### src/rtl/audio_serial_consts.svh
// Constants for the audio serial port pin control block.
// Assumes inclusion by bare name from the package and the design files.
`ifndef AUDIO_SERIAL_CONSTS_SVH
`define AUDIO_SERIAL_CONSTS_SVH

// ----------------------------------------------------------------------
// Framing and clock generation
// ----------------------------------------------------------------------
`define AS_WORD_BITS  16
`define AS_CNT_W      5
`define AS_DIV_W      4
`define AS_DIV_LAST   4'h3
`define AS_WORD_LAST  5'h0f
`define AS_CNT_FULL   5'h10
`define AS_CNT_ONE    5'h01
`define AS_TX_IDLE    16'hffff

// ----------------------------------------------------------------------
// Sections and buffering
// ----------------------------------------------------------------------
`define AS_RX         0
`define AS_TX         1
`define AS_BUF_W      33
`define AS_BUF_DEPTH  2

`endif

### src/rtl/audio_serial_pkg.sv
// Types shared by the audio serial port design files.
// Assumes the constants header is on the include path.
`include "audio_serial_consts.svh"

package audio_serial_pkg;

    typedef logic [`AS_WORD_BITS-1:0] sample_type;
    typedef logic [`AS_CNT_W-1:0]     bit_cnt_type;
    typedef logic [`AS_DIV_W-1:0]     div_cnt_type;

endpackage : audio_serial_pkg

### src/rtl/sample_buffer.sv
// Small FIFO of flip-flops with valid and ready on both sides.
// Assumes one clock domain and that flush is a synchronous level.
`include "audio_serial_consts.svh"

module sample_buffer #(
    parameter int WIDTH = `AS_BUF_W,
    parameter int DEPTH = `AS_BUF_DEPTH
) (
    input  wire logic             clk,
    input  wire logic             rst_b,
    input  wire logic             flush,
    input  wire logic             in_valid,
    output logic                  in_ready,
    input  wire logic [WIDTH-1:0] in_data,
    output logic                  out_valid,
    input  wire logic             out_ready,
    output logic      [WIDTH-1:0] out_data
);
    localparam int PW = (DEPTH > 1) ? $clog2(DEPTH) : 1;
    localparam logic [PW:0]   FULL = (PW+1)'(DEPTH);
    localparam logic [PW-1:0] LAST = PW'(DEPTH - 1);

    logic [WIDTH-1:0] mem_q [DEPTH];
    logic [PW-1:0]    wr_q;
    logic [PW-1:0]    rd_q;
    logic [PW:0]      cnt_q;
    logic             push;
    logic             pop;

    assign in_ready  = (cnt_q != FULL);
    assign out_valid = (cnt_q != '0);
    assign push      = in_valid & in_ready;
    assign pop       = out_valid & out_ready;
    assign out_data  = mem_q[rd_q];

    // ------------------------------------------------------------------
    // Storage
    // ------------------------------------------------------------------
    always_ff @(posedge clk) begin
        if (push) begin
            mem_q[wr_q] <= in_data;
        end
    end

    // ------------------------------------------------------------------
    // Pointers and fill count
    // ------------------------------------------------------------------
    always_ff @(posedge clk or negedge rst_b) begin
        if (!rst_b) begin
            wr_q  <= '0;
            rd_q  <= '0;
            cnt_q <= '0;
        end else if (flush) begin
            wr_q  <= '0;
            rd_q  <= '0;
            cnt_q <= '0;
        end else begin
            if (push) begin
                wr_q <= (wr_q == LAST) ? '0 : wr_q + PW'(1);
            end
            if (pop) begin
                rd_q <= (rd_q == LAST) ? '0 : rd_q + PW'(1);
            end
            if (push && !pop) begin
                cnt_q <= cnt_q + (PW+1)'(1);
            end else if (pop && !push) begin
                cnt_q <= cnt_q - (PW+1)'(1);
            end
        end
    end

endmodule // sample_buffer

### src/rtl/audio_serial_port.sv
// Pin control and serial framing for the audio serial port.
// Assumes pins are resolved outside from _o/_oe; _ie gates the input buffers.
`include "audio_serial_consts.svh"

module audio_serial_port
    import audio_serial_pkg::*;
(
    input  wire logic clk,
    input  wire logic rst_b,
    input  wire logic sw_reset,
    input  wire logic stop_state,
    input  wire logic rx_master,
    input  wire logic tx_master,
    input  wire logic rx0_enable_bit,
    input  wire logic rx1_enable_bit,
    input  wire logic tx0_enable_bit,
    input  wire logic tx1_enable_bit,
    input  wire logic tx2_enable_bit,
    input  wire logic rx_data_in_0_i,
    output logic      rx_data_in_0_ie,
    input  wire logic rx_data_in_1_i,
    output logic      rx_data_in_1_ie,
    input  wire logic rx_bit_clock_i,
    output logic      rx_bit_clock_o,
    output logic      rx_bit_clock_oe,
    output logic      rx_bit_clock_ie,
    input  wire logic rx_word_select_i,
    output logic      rx_word_select_o,
    output logic      rx_word_select_oe,
    output logic      rx_word_select_ie,
    output logic      tx_data_out_0,
    output logic      tx_data_out_1,
    output logic      tx_data_out_2,
    input  wire logic tx_bit_clock_i,
    output logic      tx_bit_clock_o,
    output logic      tx_bit_clock_oe,
    output logic      tx_bit_clock_ie,
    input  wire logic tx_word_select_i,
    output logic      tx_word_select_o,
    output logic      tx_word_select_oe,
    output logic      tx_word_select_ie,
    output sample_type rx_sample_0,
    output sample_type rx_sample_1,
    output logic      rx_right,
    output logic      rx_valid,
    input  wire logic rx_ready,
    output logic      rx_overrun,
    input  wire sample_type tx_sample,
    input  wire logic tx_valid,
    output logic      tx_ready,
    output logic      tx_underrun
);

    // ------------------------------------------------------------------
    // Section activity and pin enables
    // ------------------------------------------------------------------
    logic        blocked;
    logic [1:0]  mst;
    logic [1:0]  act_q;
    logic [1:0]  rx_dat_ie_q;
    logic [2:0]  tx_on_q;
    logic [1:0]  oe_q;
    logic [1:0]  bclk_pin;
    logic [1:0]  ws_pin;

    assign blocked  = sw_reset | stop_state;
    assign mst      = {tx_master, rx_master};
    assign bclk_pin = {tx_bit_clock_i, rx_bit_clock_i};
    assign ws_pin   = {tx_word_select_i, rx_word_select_i};

    // Enables are registered so every pin state comes from a flip-flop
    always_ff @(posedge clk or negedge rst_b) begin
        if (!rst_b) begin
            act_q       <= 2'h0;
            rx_dat_ie_q <= 2'h0;
            tx_on_q     <= 3'h0;
            oe_q        <= 2'h0;
        end else begin
            act_q[`AS_RX] <= ~blocked & (rx0_enable_bit | rx1_enable_bit);
            act_q[`AS_TX] <= ~blocked & (tx0_enable_bit | tx1_enable_bit | tx2_enable_bit);
            rx_dat_ie_q   <= {~blocked & rx1_enable_bit, ~blocked & rx0_enable_bit};
            tx_on_q       <= {~blocked & tx2_enable_bit, ~blocked & tx1_enable_bit,
                              ~blocked & tx0_enable_bit};
            oe_q[`AS_RX]  <= ~blocked & (rx0_enable_bit | rx1_enable_bit) & rx_master;
            oe_q[`AS_TX]  <= ~blocked & (tx0_enable_bit | tx1_enable_bit | tx2_enable_bit)
                             & tx_master;
        end
    end

    assign rx_data_in_0_ie   = rx_dat_ie_q[0];
    assign rx_data_in_1_ie   = rx_dat_ie_q[1];
    assign rx_bit_clock_oe   = oe_q[`AS_RX];
    assign rx_word_select_oe = oe_q[`AS_RX];
    assign rx_bit_clock_ie   = act_q[`AS_RX];
    assign rx_word_select_ie = act_q[`AS_RX];
    assign tx_bit_clock_oe   = oe_q[`AS_TX];
    assign tx_word_select_oe = oe_q[`AS_TX];
    assign tx_bit_clock_ie   = act_q[`AS_TX];
    assign tx_word_select_ie = act_q[`AS_TX];

    // ------------------------------------------------------------------
    // Per-section clocking: master generator or synchronised pins
    // ------------------------------------------------------------------
    logic [1:0]  bclk_s1_q;
    logic [1:0]  bclk_s2_q;
    logic [1:0]  ws_s1_q;
    logic [1:0]  ws_s2_q;
    div_cnt_type div_q [2];
    bit_cnt_type mcnt_q [2];
    logic [1:0]  mbclk_q;
    logic [1:0]  mws_q;
    logic [1:0]  bclk_now;
    logic [1:0]  ws_now;
    logic [1:0]  bclk_prev_q;
    logic [1:0]  ws_last_q;
    logic [1:0]  rise;
    logic [1:0]  fall;
    logic [1:0]  start;

    for (genvar s = 0; s < 2; s++) begin : g_sect
        // Two flops ahead of any logic; the first feeds only the second
        always_ff @(posedge clk or negedge rst_b) begin
            if (!rst_b) begin
                bclk_s1_q[s] <= 1'h0;
                bclk_s2_q[s] <= 1'h0;
                ws_s1_q[s]   <= 1'h0;
                ws_s2_q[s]   <= 1'h0;
            end else begin
                bclk_s1_q[s] <= bclk_pin[s];
                bclk_s2_q[s] <= bclk_s1_q[s];
                ws_s1_q[s]   <= ws_pin[s];
                ws_s2_q[s]   <= ws_s1_q[s];
            end
        end

        // Master bit clock and word select; word select flips on a falling edge
        always_ff @(posedge clk or negedge rst_b) begin
            if (!rst_b) begin
                div_q[s]   <= '0;
                mcnt_q[s]  <= '0;
                mbclk_q[s] <= 1'h0;
                mws_q[s]   <= 1'h0;
            end else if (!(act_q[s] && mst[s])) begin
                div_q[s]   <= '0;
                mcnt_q[s]  <= '0;
                mbclk_q[s] <= 1'h0;
                mws_q[s]   <= 1'h0;
            end else if (div_q[s] == `AS_DIV_LAST) begin
                div_q[s]   <= '0;
                mbclk_q[s] <= ~mbclk_q[s];
                if (mbclk_q[s]) begin
                    if (mcnt_q[s] == `AS_WORD_LAST) begin
                        mcnt_q[s] <= '0;
                        mws_q[s]  <= ~mws_q[s];
                    end else begin
                        mcnt_q[s] <= mcnt_q[s] + `AS_CNT_ONE;
                    end
                end
            end else begin
                div_q[s] <= div_q[s] + `AS_DIV_W'(1);
            end
        end

        // Slave pins are ignored while their input buffer is off
        assign bclk_now[s] = mst[s] ? mbclk_q[s] : (bclk_s2_q[s] & act_q[s]);
        assign ws_now[s]   = mst[s] ? mws_q[s]   : (ws_s2_q[s] & act_q[s]);

        always_ff @(posedge clk or negedge rst_b) begin
            if (!rst_b) begin
                bclk_prev_q[s] <= 1'h0;
                ws_last_q[s]   <= 1'h0;
            end else if (!act_q[s]) begin
                bclk_prev_q[s] <= 1'h0;
                ws_last_q[s]   <= 1'h0;
            end else begin
                bclk_prev_q[s] <= bclk_now[s];
                if (fall[s]) begin
                    ws_last_q[s] <= ws_now[s];
                end
            end
        end

        // Gated by activity, since the edge flop lags a section just switched off
        assign rise[s]  = act_q[s] & bclk_now[s] & ~bclk_prev_q[s];
        assign fall[s]  = act_q[s] & ~bclk_now[s] & bclk_prev_q[s];
        // A word begins at the falling edge where word select has moved
        assign start[s] = fall[s] & (ws_now[s] != ws_last_q[s]);
    end

    assign rx_bit_clock_o   = mbclk_q[`AS_RX];
    assign rx_word_select_o = mws_q[`AS_RX];
    assign tx_bit_clock_o   = mbclk_q[`AS_TX];
    assign tx_word_select_o = mws_q[`AS_TX];

    // ------------------------------------------------------------------
    // Receivers: sample on rising edge, hand over at next word start
    // ------------------------------------------------------------------
    logic [1:0]  dat_s1_q;
    logic [1:0]  dat_s2_q;
    logic [1:0]  dat_pin;
    sample_type  rx_sh_q [2];
    bit_cnt_type rx_cnt_q;
    logic        rx_pend_q;
    logic        rx_push;
    logic        buf_in_ready;
    logic        rx_overrun_q;
    logic [`AS_BUF_W-1:0] buf_out;

    assign dat_pin = {rx_data_in_1_i, rx_data_in_0_i};

    for (genvar r = 0; r < 2; r++) begin : g_rx
        always_ff @(posedge clk or negedge rst_b) begin
            if (!rst_b) begin
                dat_s1_q[r] <= 1'h0;
                dat_s2_q[r] <= 1'h0;
                rx_sh_q[r]  <= '0;
            end else begin
                dat_s1_q[r] <= dat_pin[r];
                dat_s2_q[r] <= dat_s1_q[r];
                if (rise[`AS_RX]) begin
                    rx_sh_q[r] <= {rx_sh_q[r][`AS_WORD_BITS-2:0], dat_s2_q[r] & rx_dat_ie_q[r]};
                end
            end
        end
    end

    // Only a complete word is handed over; short frames are dropped
    always_ff @(posedge clk or negedge rst_b) begin
        if (!rst_b) begin
            rx_cnt_q  <= '0;
            rx_pend_q <= 1'h0;
        end else if (!act_q[`AS_RX]) begin
            rx_cnt_q  <= '0;
            rx_pend_q <= 1'h0;
        end else begin
            if (start[`AS_RX]) begin
                rx_pend_q <= 1'h1;
            end else if (rise[`AS_RX]) begin
                rx_pend_q <= 1'h0;
            end
            if (rise[`AS_RX]) begin
                if (rx_pend_q) begin
                    rx_cnt_q <= `AS_CNT_ONE;
                end else if (rx_cnt_q != `AS_CNT_FULL) begin
                    rx_cnt_q <= rx_cnt_q + `AS_CNT_ONE;
                end
            end
        end
    end

    assign rx_push = rise[`AS_RX] & rx_pend_q & (rx_cnt_q == `AS_CNT_FULL);

    // The serial clock cannot be stalled, so a full buffer can only flag loss
    always_ff @(posedge clk or negedge rst_b) begin
        if (!rst_b) begin
            rx_overrun_q <= 1'h0;
        end else begin
            rx_overrun_q <= (rx_push & ~buf_in_ready) | (rx_overrun_q & ~sw_reset);
        end
    end

    sample_buffer #(
        .WIDTH (`AS_BUF_W),
        .DEPTH (`AS_BUF_DEPTH)
    ) u_rx_buffer (
        .clk       (clk),
        .rst_b     (rst_b),
        .flush     (sw_reset),
        .in_valid  (rx_push),
        .in_ready  (buf_in_ready),
        .in_data   ({~ws_last_q[`AS_RX], rx_sh_q[1], rx_sh_q[0]}),
        .out_valid (rx_valid),
        .out_ready (rx_ready),
        .out_data  (buf_out)
    );

    assign rx_right    = buf_out[`AS_BUF_W-1];
    assign rx_sample_1 = buf_out[2*`AS_WORD_BITS-1:`AS_WORD_BITS];
    assign rx_sample_0 = buf_out[`AS_WORD_BITS-1:0];
    assign rx_overrun  = rx_overrun_q;

    // ------------------------------------------------------------------
    // Transmitters: hold register, shift on falling edge
    // ------------------------------------------------------------------
    sample_type tx_hold_q;
    logic       tx_full_q;
    sample_type tx_sh_q;
    logic       tx_load;
    logic       tx_take;
    logic       tx_underrun_q;
    logic [2:0] tx_out_q;

    assign tx_ready = ~tx_full_q;
    assign tx_take  = tx_valid & ~tx_full_q;
    assign tx_load  = start[`AS_TX];

    always_ff @(posedge clk or negedge rst_b) begin
        if (!rst_b) begin
            tx_hold_q <= '0;
            tx_full_q <= 1'h0;
        end else if (sw_reset) begin
            tx_full_q <= 1'h0;
        end else begin
            if (tx_take) begin
                tx_hold_q <= tx_sample;
            end
            tx_full_q <= tx_take | (tx_full_q & ~tx_load);
        end
    end

    always_ff @(posedge clk or negedge rst_b) begin
        if (!rst_b) begin
            tx_sh_q <= `AS_TX_IDLE;
        end else if (!act_q[`AS_TX]) begin
            tx_sh_q <= `AS_TX_IDLE;
        end else if (tx_load) begin
            tx_sh_q <= tx_full_q ? tx_hold_q : `AS_TX_IDLE;
        end else if (fall[`AS_TX]) begin
            tx_sh_q <= {tx_sh_q[`AS_WORD_BITS-2:0], 1'h1};
        end
    end

    always_ff @(posedge clk or negedge rst_b) begin
        if (!rst_b) begin
            tx_underrun_q <= 1'h0;
        end else begin
            tx_underrun_q <= (tx_load & ~tx_full_q) | (tx_underrun_q & ~sw_reset);
        end
    end

    // Disabled transmitters idle high, as they do through reset
    always_ff @(posedge clk or negedge rst_b) begin
        if (!rst_b) begin
            tx_out_q <= 3'h7;
        end else begin
            tx_out_q <= ~tx_on_q | {3{tx_sh_q[`AS_WORD_BITS-1]}};
        end
    end

    assign tx_data_out_0 = tx_out_q[0];
    assign tx_data_out_1 = tx_out_q[1];
    assign tx_data_out_2 = tx_out_q[2];
    assign tx_underrun   = tx_underrun_q;
endmodule // audio_serial_port

### config.mk
export PLATFORM = sky130hd
export DESIGN_NAME = audio_serial_port
export DESIGN_NICKNAME = d
export VERILOG_FILES = /design/src/rtl/audio_serial_pkg.sv /design/src/rtl/sample_buffer.sv /design/src/rtl/audio_serial_port.sv
export VERILOG_INCLUDE_DIRS = /design/src /design/src/rtl
export SDC_FILE = /design/constraint.sdc
export NUM_CORES = 1
export LEC_CHECK = 0
export BUFFER_PORTS_ARGS = -buffer_cell sky130_fd_sc_hd__buf_2
export CORE_MARGIN = 2
export CORE_UTILIZATION = 40
export CTS_BUF_LIST = sky130_fd_sc_hd__clkbuf_8
export DETAILED_ROUTE_END_ITERATION = 8
export GPL_TIMING_DRIVEN = 0
export SETUP_SLACK_MARGIN = 0.05
export SYNTH_ARGS = -nofsm -noshare
export SYNTH_HDL_FRONTEND = slang
export SYNTH_SLANG_ARGS = --single-unit
### constraint.sdc
create_clock -name clk -period 4.4 [get_ports clk]
set_input_delay 0.88 -clock clk [delete_from_list [all_inputs] [get_ports clk]]
set_output_delay 0.88 -clock clk [all_outputs]
set_load 0.05 [all_outputs]
==> qor.txt <==
Post-CTS Setup Repair Bufs: 0
Post-synth ARST share: 65.8%
Post-Syn Area per Cell: 12.9 sq um
share of cells above drive strength 1: 30.4%
fmax: 325 MHz
routed length per instance: 15.0 um
dpl cells: 951
Final Wtd Congestion: 0.802
buffer and inverter count on the worst path: 3
top cells by area, synth: dfrtp_1 (35%), edfxtp_1 (26%), mux2_2 (7.6%)
WP data required: 3.52 ns
CTS resizes: 0
starting density of the core: 41.0%
LEAKAGE: 4.02 nW
Final Critical Period: 3.08 ns
status: complete, no violations
setup violators final: 0
post-layout instance area: 8950 sq um
Internal Dissipation: 2.38 mW
ys flop type: dfrtp_1
Crit path max-delay family: buffers and inverters
number of remaining DRC errors: 0
Seq pwr share: 61.0%
port bufs: 86
slowest CP cell: buf_1
clock slew at reported path FFs: 0.10 ns
Max-Cap Viols: 0
critical path type: flop to output port
Seq/Total Area, Yosys: 67.2%
synth warn: 0
largest net degree at the start of global routing: 66
crit-path max FO: 10
routed vias: 4788
Die X: 143 um
Site Rows: 50
DRT Pass-1 Iters: 6
Die H: 143 um
gr ovfl total: 0
Placed Area: 8590 sq um
RSZ-0062 raised after global routing: false
DP Wirelength: 10.4 mm
post-route antenna net violation count: 0
CP Launch Type: flop
Clock Skew: 0.00946 ns
gr usage total: 15.2%
peak supply drop: 256 uV
post-route setup slack: 1.32 ns
clk_lat worst skew: 0.46 ns
root buffer cell: clkbuf_8
Hold WC Path Type: flop to flop
clock share of power: 33.5%
synthesized area: 7710 sq um
vias in the first global route: 5060
Nets: 751
top cell type by total area after synthesis: dfrtp_1
Die ar.: 20400 sq um
combinational share of power: 5.5%
sw power: 0.790 mW
Slew Limit Fails: 0
initial antenna violation count: 2
CP Capture Type: output port
global-route wire length before repair: 24.4 mm
Slew headroom: 36.2%
fin crit share: 70.0%
fin util: 47.6%
vias per inst: 4.87
slew at the pin closest to its max-slew limit: 0.952 ns
#FFs+latches synth: 193
TritonCTS buffer count: 17
CP Data Arrival Time: 2.20 ns
Sink Count: 193
syn_nets: 640
Hold Violations, Final: 0
H-tree Lvls: 4
post-synth top area share: 35.0%
fin cells: 984
maximum clock insertion buffer count: 2
CTS tree: built
Area Growth Syn to Fin: 16.1%
Routed WL: 14.7 mm
core area: 18800 sq um
Synth Instances: 599
Top Ports: 89
P per Cell Area: 354 nW/um^2
Yosys cell types: 56
initial DRC count: 231
hold_buf cts: 0
CP max stage delay: 0.49 ns
crit-path cells: clkbuf_1, buf_1, mux2_2, buf_2
Net Sw Frac: 24.9%
EDFF count, synth: 66
pre-CTS setup slack: 1.22 ns
==> power by group through the flow <==
stage	sequential (mW)	clock, mW	combinational (mW)
CTS	1.93	1.09	0.179
global placement	1.97	0	0.168
global route	1.94	1.17	0.194
finish	1.93	1.06	0.174
floorplan	1.97	0	0.0971
detailed placement	1.97	0	0.179
==> cell usage in the layout (no fill, tap or decap), types with 2 or more instances in the layout <==
master / Yosys / final
clkinv_4: 0 / 4
inv_8: 0 / 3
dfstp_2: 19 / 19
mux2_2: 52 / 52
ha_1: 6 / 6
nand2b_1: 6 / 6
xor2_1: 5 / 5
clkbuf_1: 10 / 10
inv_1: 6 / 6
clkbuf_8: 0 / 17
and2_1: 8 / 8
o21ai_0: 10 / 10
nand2_1: 130 / 130
o311ai_1: 15 / 15
nor3b_1: 18 / 17
nand3_1: 10 / 10
a21oi_1: 11 / 11
nor2_1: 37 / 37
clkinvlp_4: 0 / 2
buf_4: 7 / 7
nor2b_1: 7 / 7
buf_2: 11 / 96
mux2i_1: 3 / 3
buf_8: 0 / 3
nor3_1: 3 / 2
buf_6: 0 / 3
a22o_1: 2 / 2
clkinv_1: 0 / 2
nand3b_1: 4 / 4
o21a_1: 4 / 4
a211oi_1: 2 / 2
xnor2_1: 3 / 3
nor4_1: 2 / 2
o32ai_1: 2 / 2
edfxtp_1: 66 / 66
a31oi_1: 2 / 2
dfrtp_1: 108 / 108
and3_1: 5 / 5
inv_6: 0 / 2
==> flip-flops by register name (all words and copies together), names as in the netlist, 3 cells and up <==
| signal | flops |
|---|---|
| div_q | 8 |
| mcnt_q | 10 |
| rx_cnt_q | 5 |
| rx_sh_q | 32 |
| tx_hold_q | 16 |
| tx_on_q | 3 |
| tx_out_q | 3 |
| tx_sh_q | 16 |
| u_rx_buffer.mem_q | 66 |
==> kinds of logic after synthesis <==
kind of cell	count (synthesis)	share of synthesized area, %
adder cells (fa/ha/maj)	6	0.973
multiplexers	55	7.98
buffers and inverters	36	2.27
AO/OA/AOI/OAI	58	5.55
AND/OR/NAND/NOR	243	15.1
flip-flops	193	67.2
XOR/XNOR	8	0.908
==> Yosys cell counts, types with 4 or more instances <==
master and instances:
o311ai_1 15, a21oi_1 11, clkbuf_1 10, mux2_2 52, edfxtp_1 66, nand3b_1 4, nor2_1 37, o21a_1 4
dfrtp_1 108, nor2b_1 7, buf_4 7, inv_1 6, nor3b_1 18, nand2b_1 6, dfstp_2 19, ha_1 6
xor2_1 5, nand3_1 10, buf_2 11, and3_1 5, and2_1 8, o21ai_0 10, nand2_1 130
==> path summary, 6_finish.rpt <==
| check | from | to | slack (ns) | cells past startpoint |
|---|---|---|---|---|
| max | u_rx_buffer.rd_q$_DFFE_PN0P_ | rx_sample_1[0] | 1.32 | 4 |
| min | ws_s1_q[1]$_DFF_PN0_ | ws_s2_q[1]$_DFF_PN0_ | 0.35 | 0 |
| max reg2reg | rx_cnt_q[0]$_DFFE_PN0P_ | u_rx_buffer.mem_q[0][12]$_DFFE_PP_ | 1.66 | 7 |
| min reg2reg | ws_s1_q[1]$_DFF_PN0_ | ws_s2_q[1]$_DFF_PN0_ | 0.35 | 0 |
| max in group asynchronous | rst_b | tx_out_q[0]$_DFF_PN1_ | 3.24 | 2 |
| min in group asynchronous | rst_b | tx_hold_q[7]$_DFFE_PN0P_ | 0.40 | 1 |
==> per-stage QoR <==
stage | total power, mW | setup TNS, ns | hold slack (ns)
floorplan | 2.07 | 0 | 0.331
global placement | 2.14 | -45.83 | 0.333
detailed placement | 2.15 | 0 | 0.335
CTS | 3.21 | 0 | 0.358
global route | 3.31 | 0 | 0.363
finish | 3.17 | 0 | 0.355
==> per-layer routing <==
layer  wire, um  vias up  GRT usage, %
met3        730       20          4.46
met5         17        -             0
met1       6540     2348          18.7
met2       7280      107          25.8
met4        175        2          5.00
li1           -     2311             -
==> worst register-to-register path: stages (launching register included) <==
cell	delay [ns]
dfrtp_1	0.43
inv_1	0.10
ha_1	0.14
and4bb_2	0.26
nand4_1	0.31
nor3_2	0.82
buf_8	0.24
buf_6	0.16
==> layout make-up <==
type	instances	area (sq um)
Sequential cell	193	5180
Timing Repair Buffer	92	532
Buffer	29	149
Inverter	7	26.3
Multi-Input combinational cell	370	2370
Clock inverter	15	130
Tap cell	260	325
Fill cell	1668	9880
Clock buffer	17	234
Antenna cell	1	2.50
No activity file was read; power rests on OpenSTA's default activity.
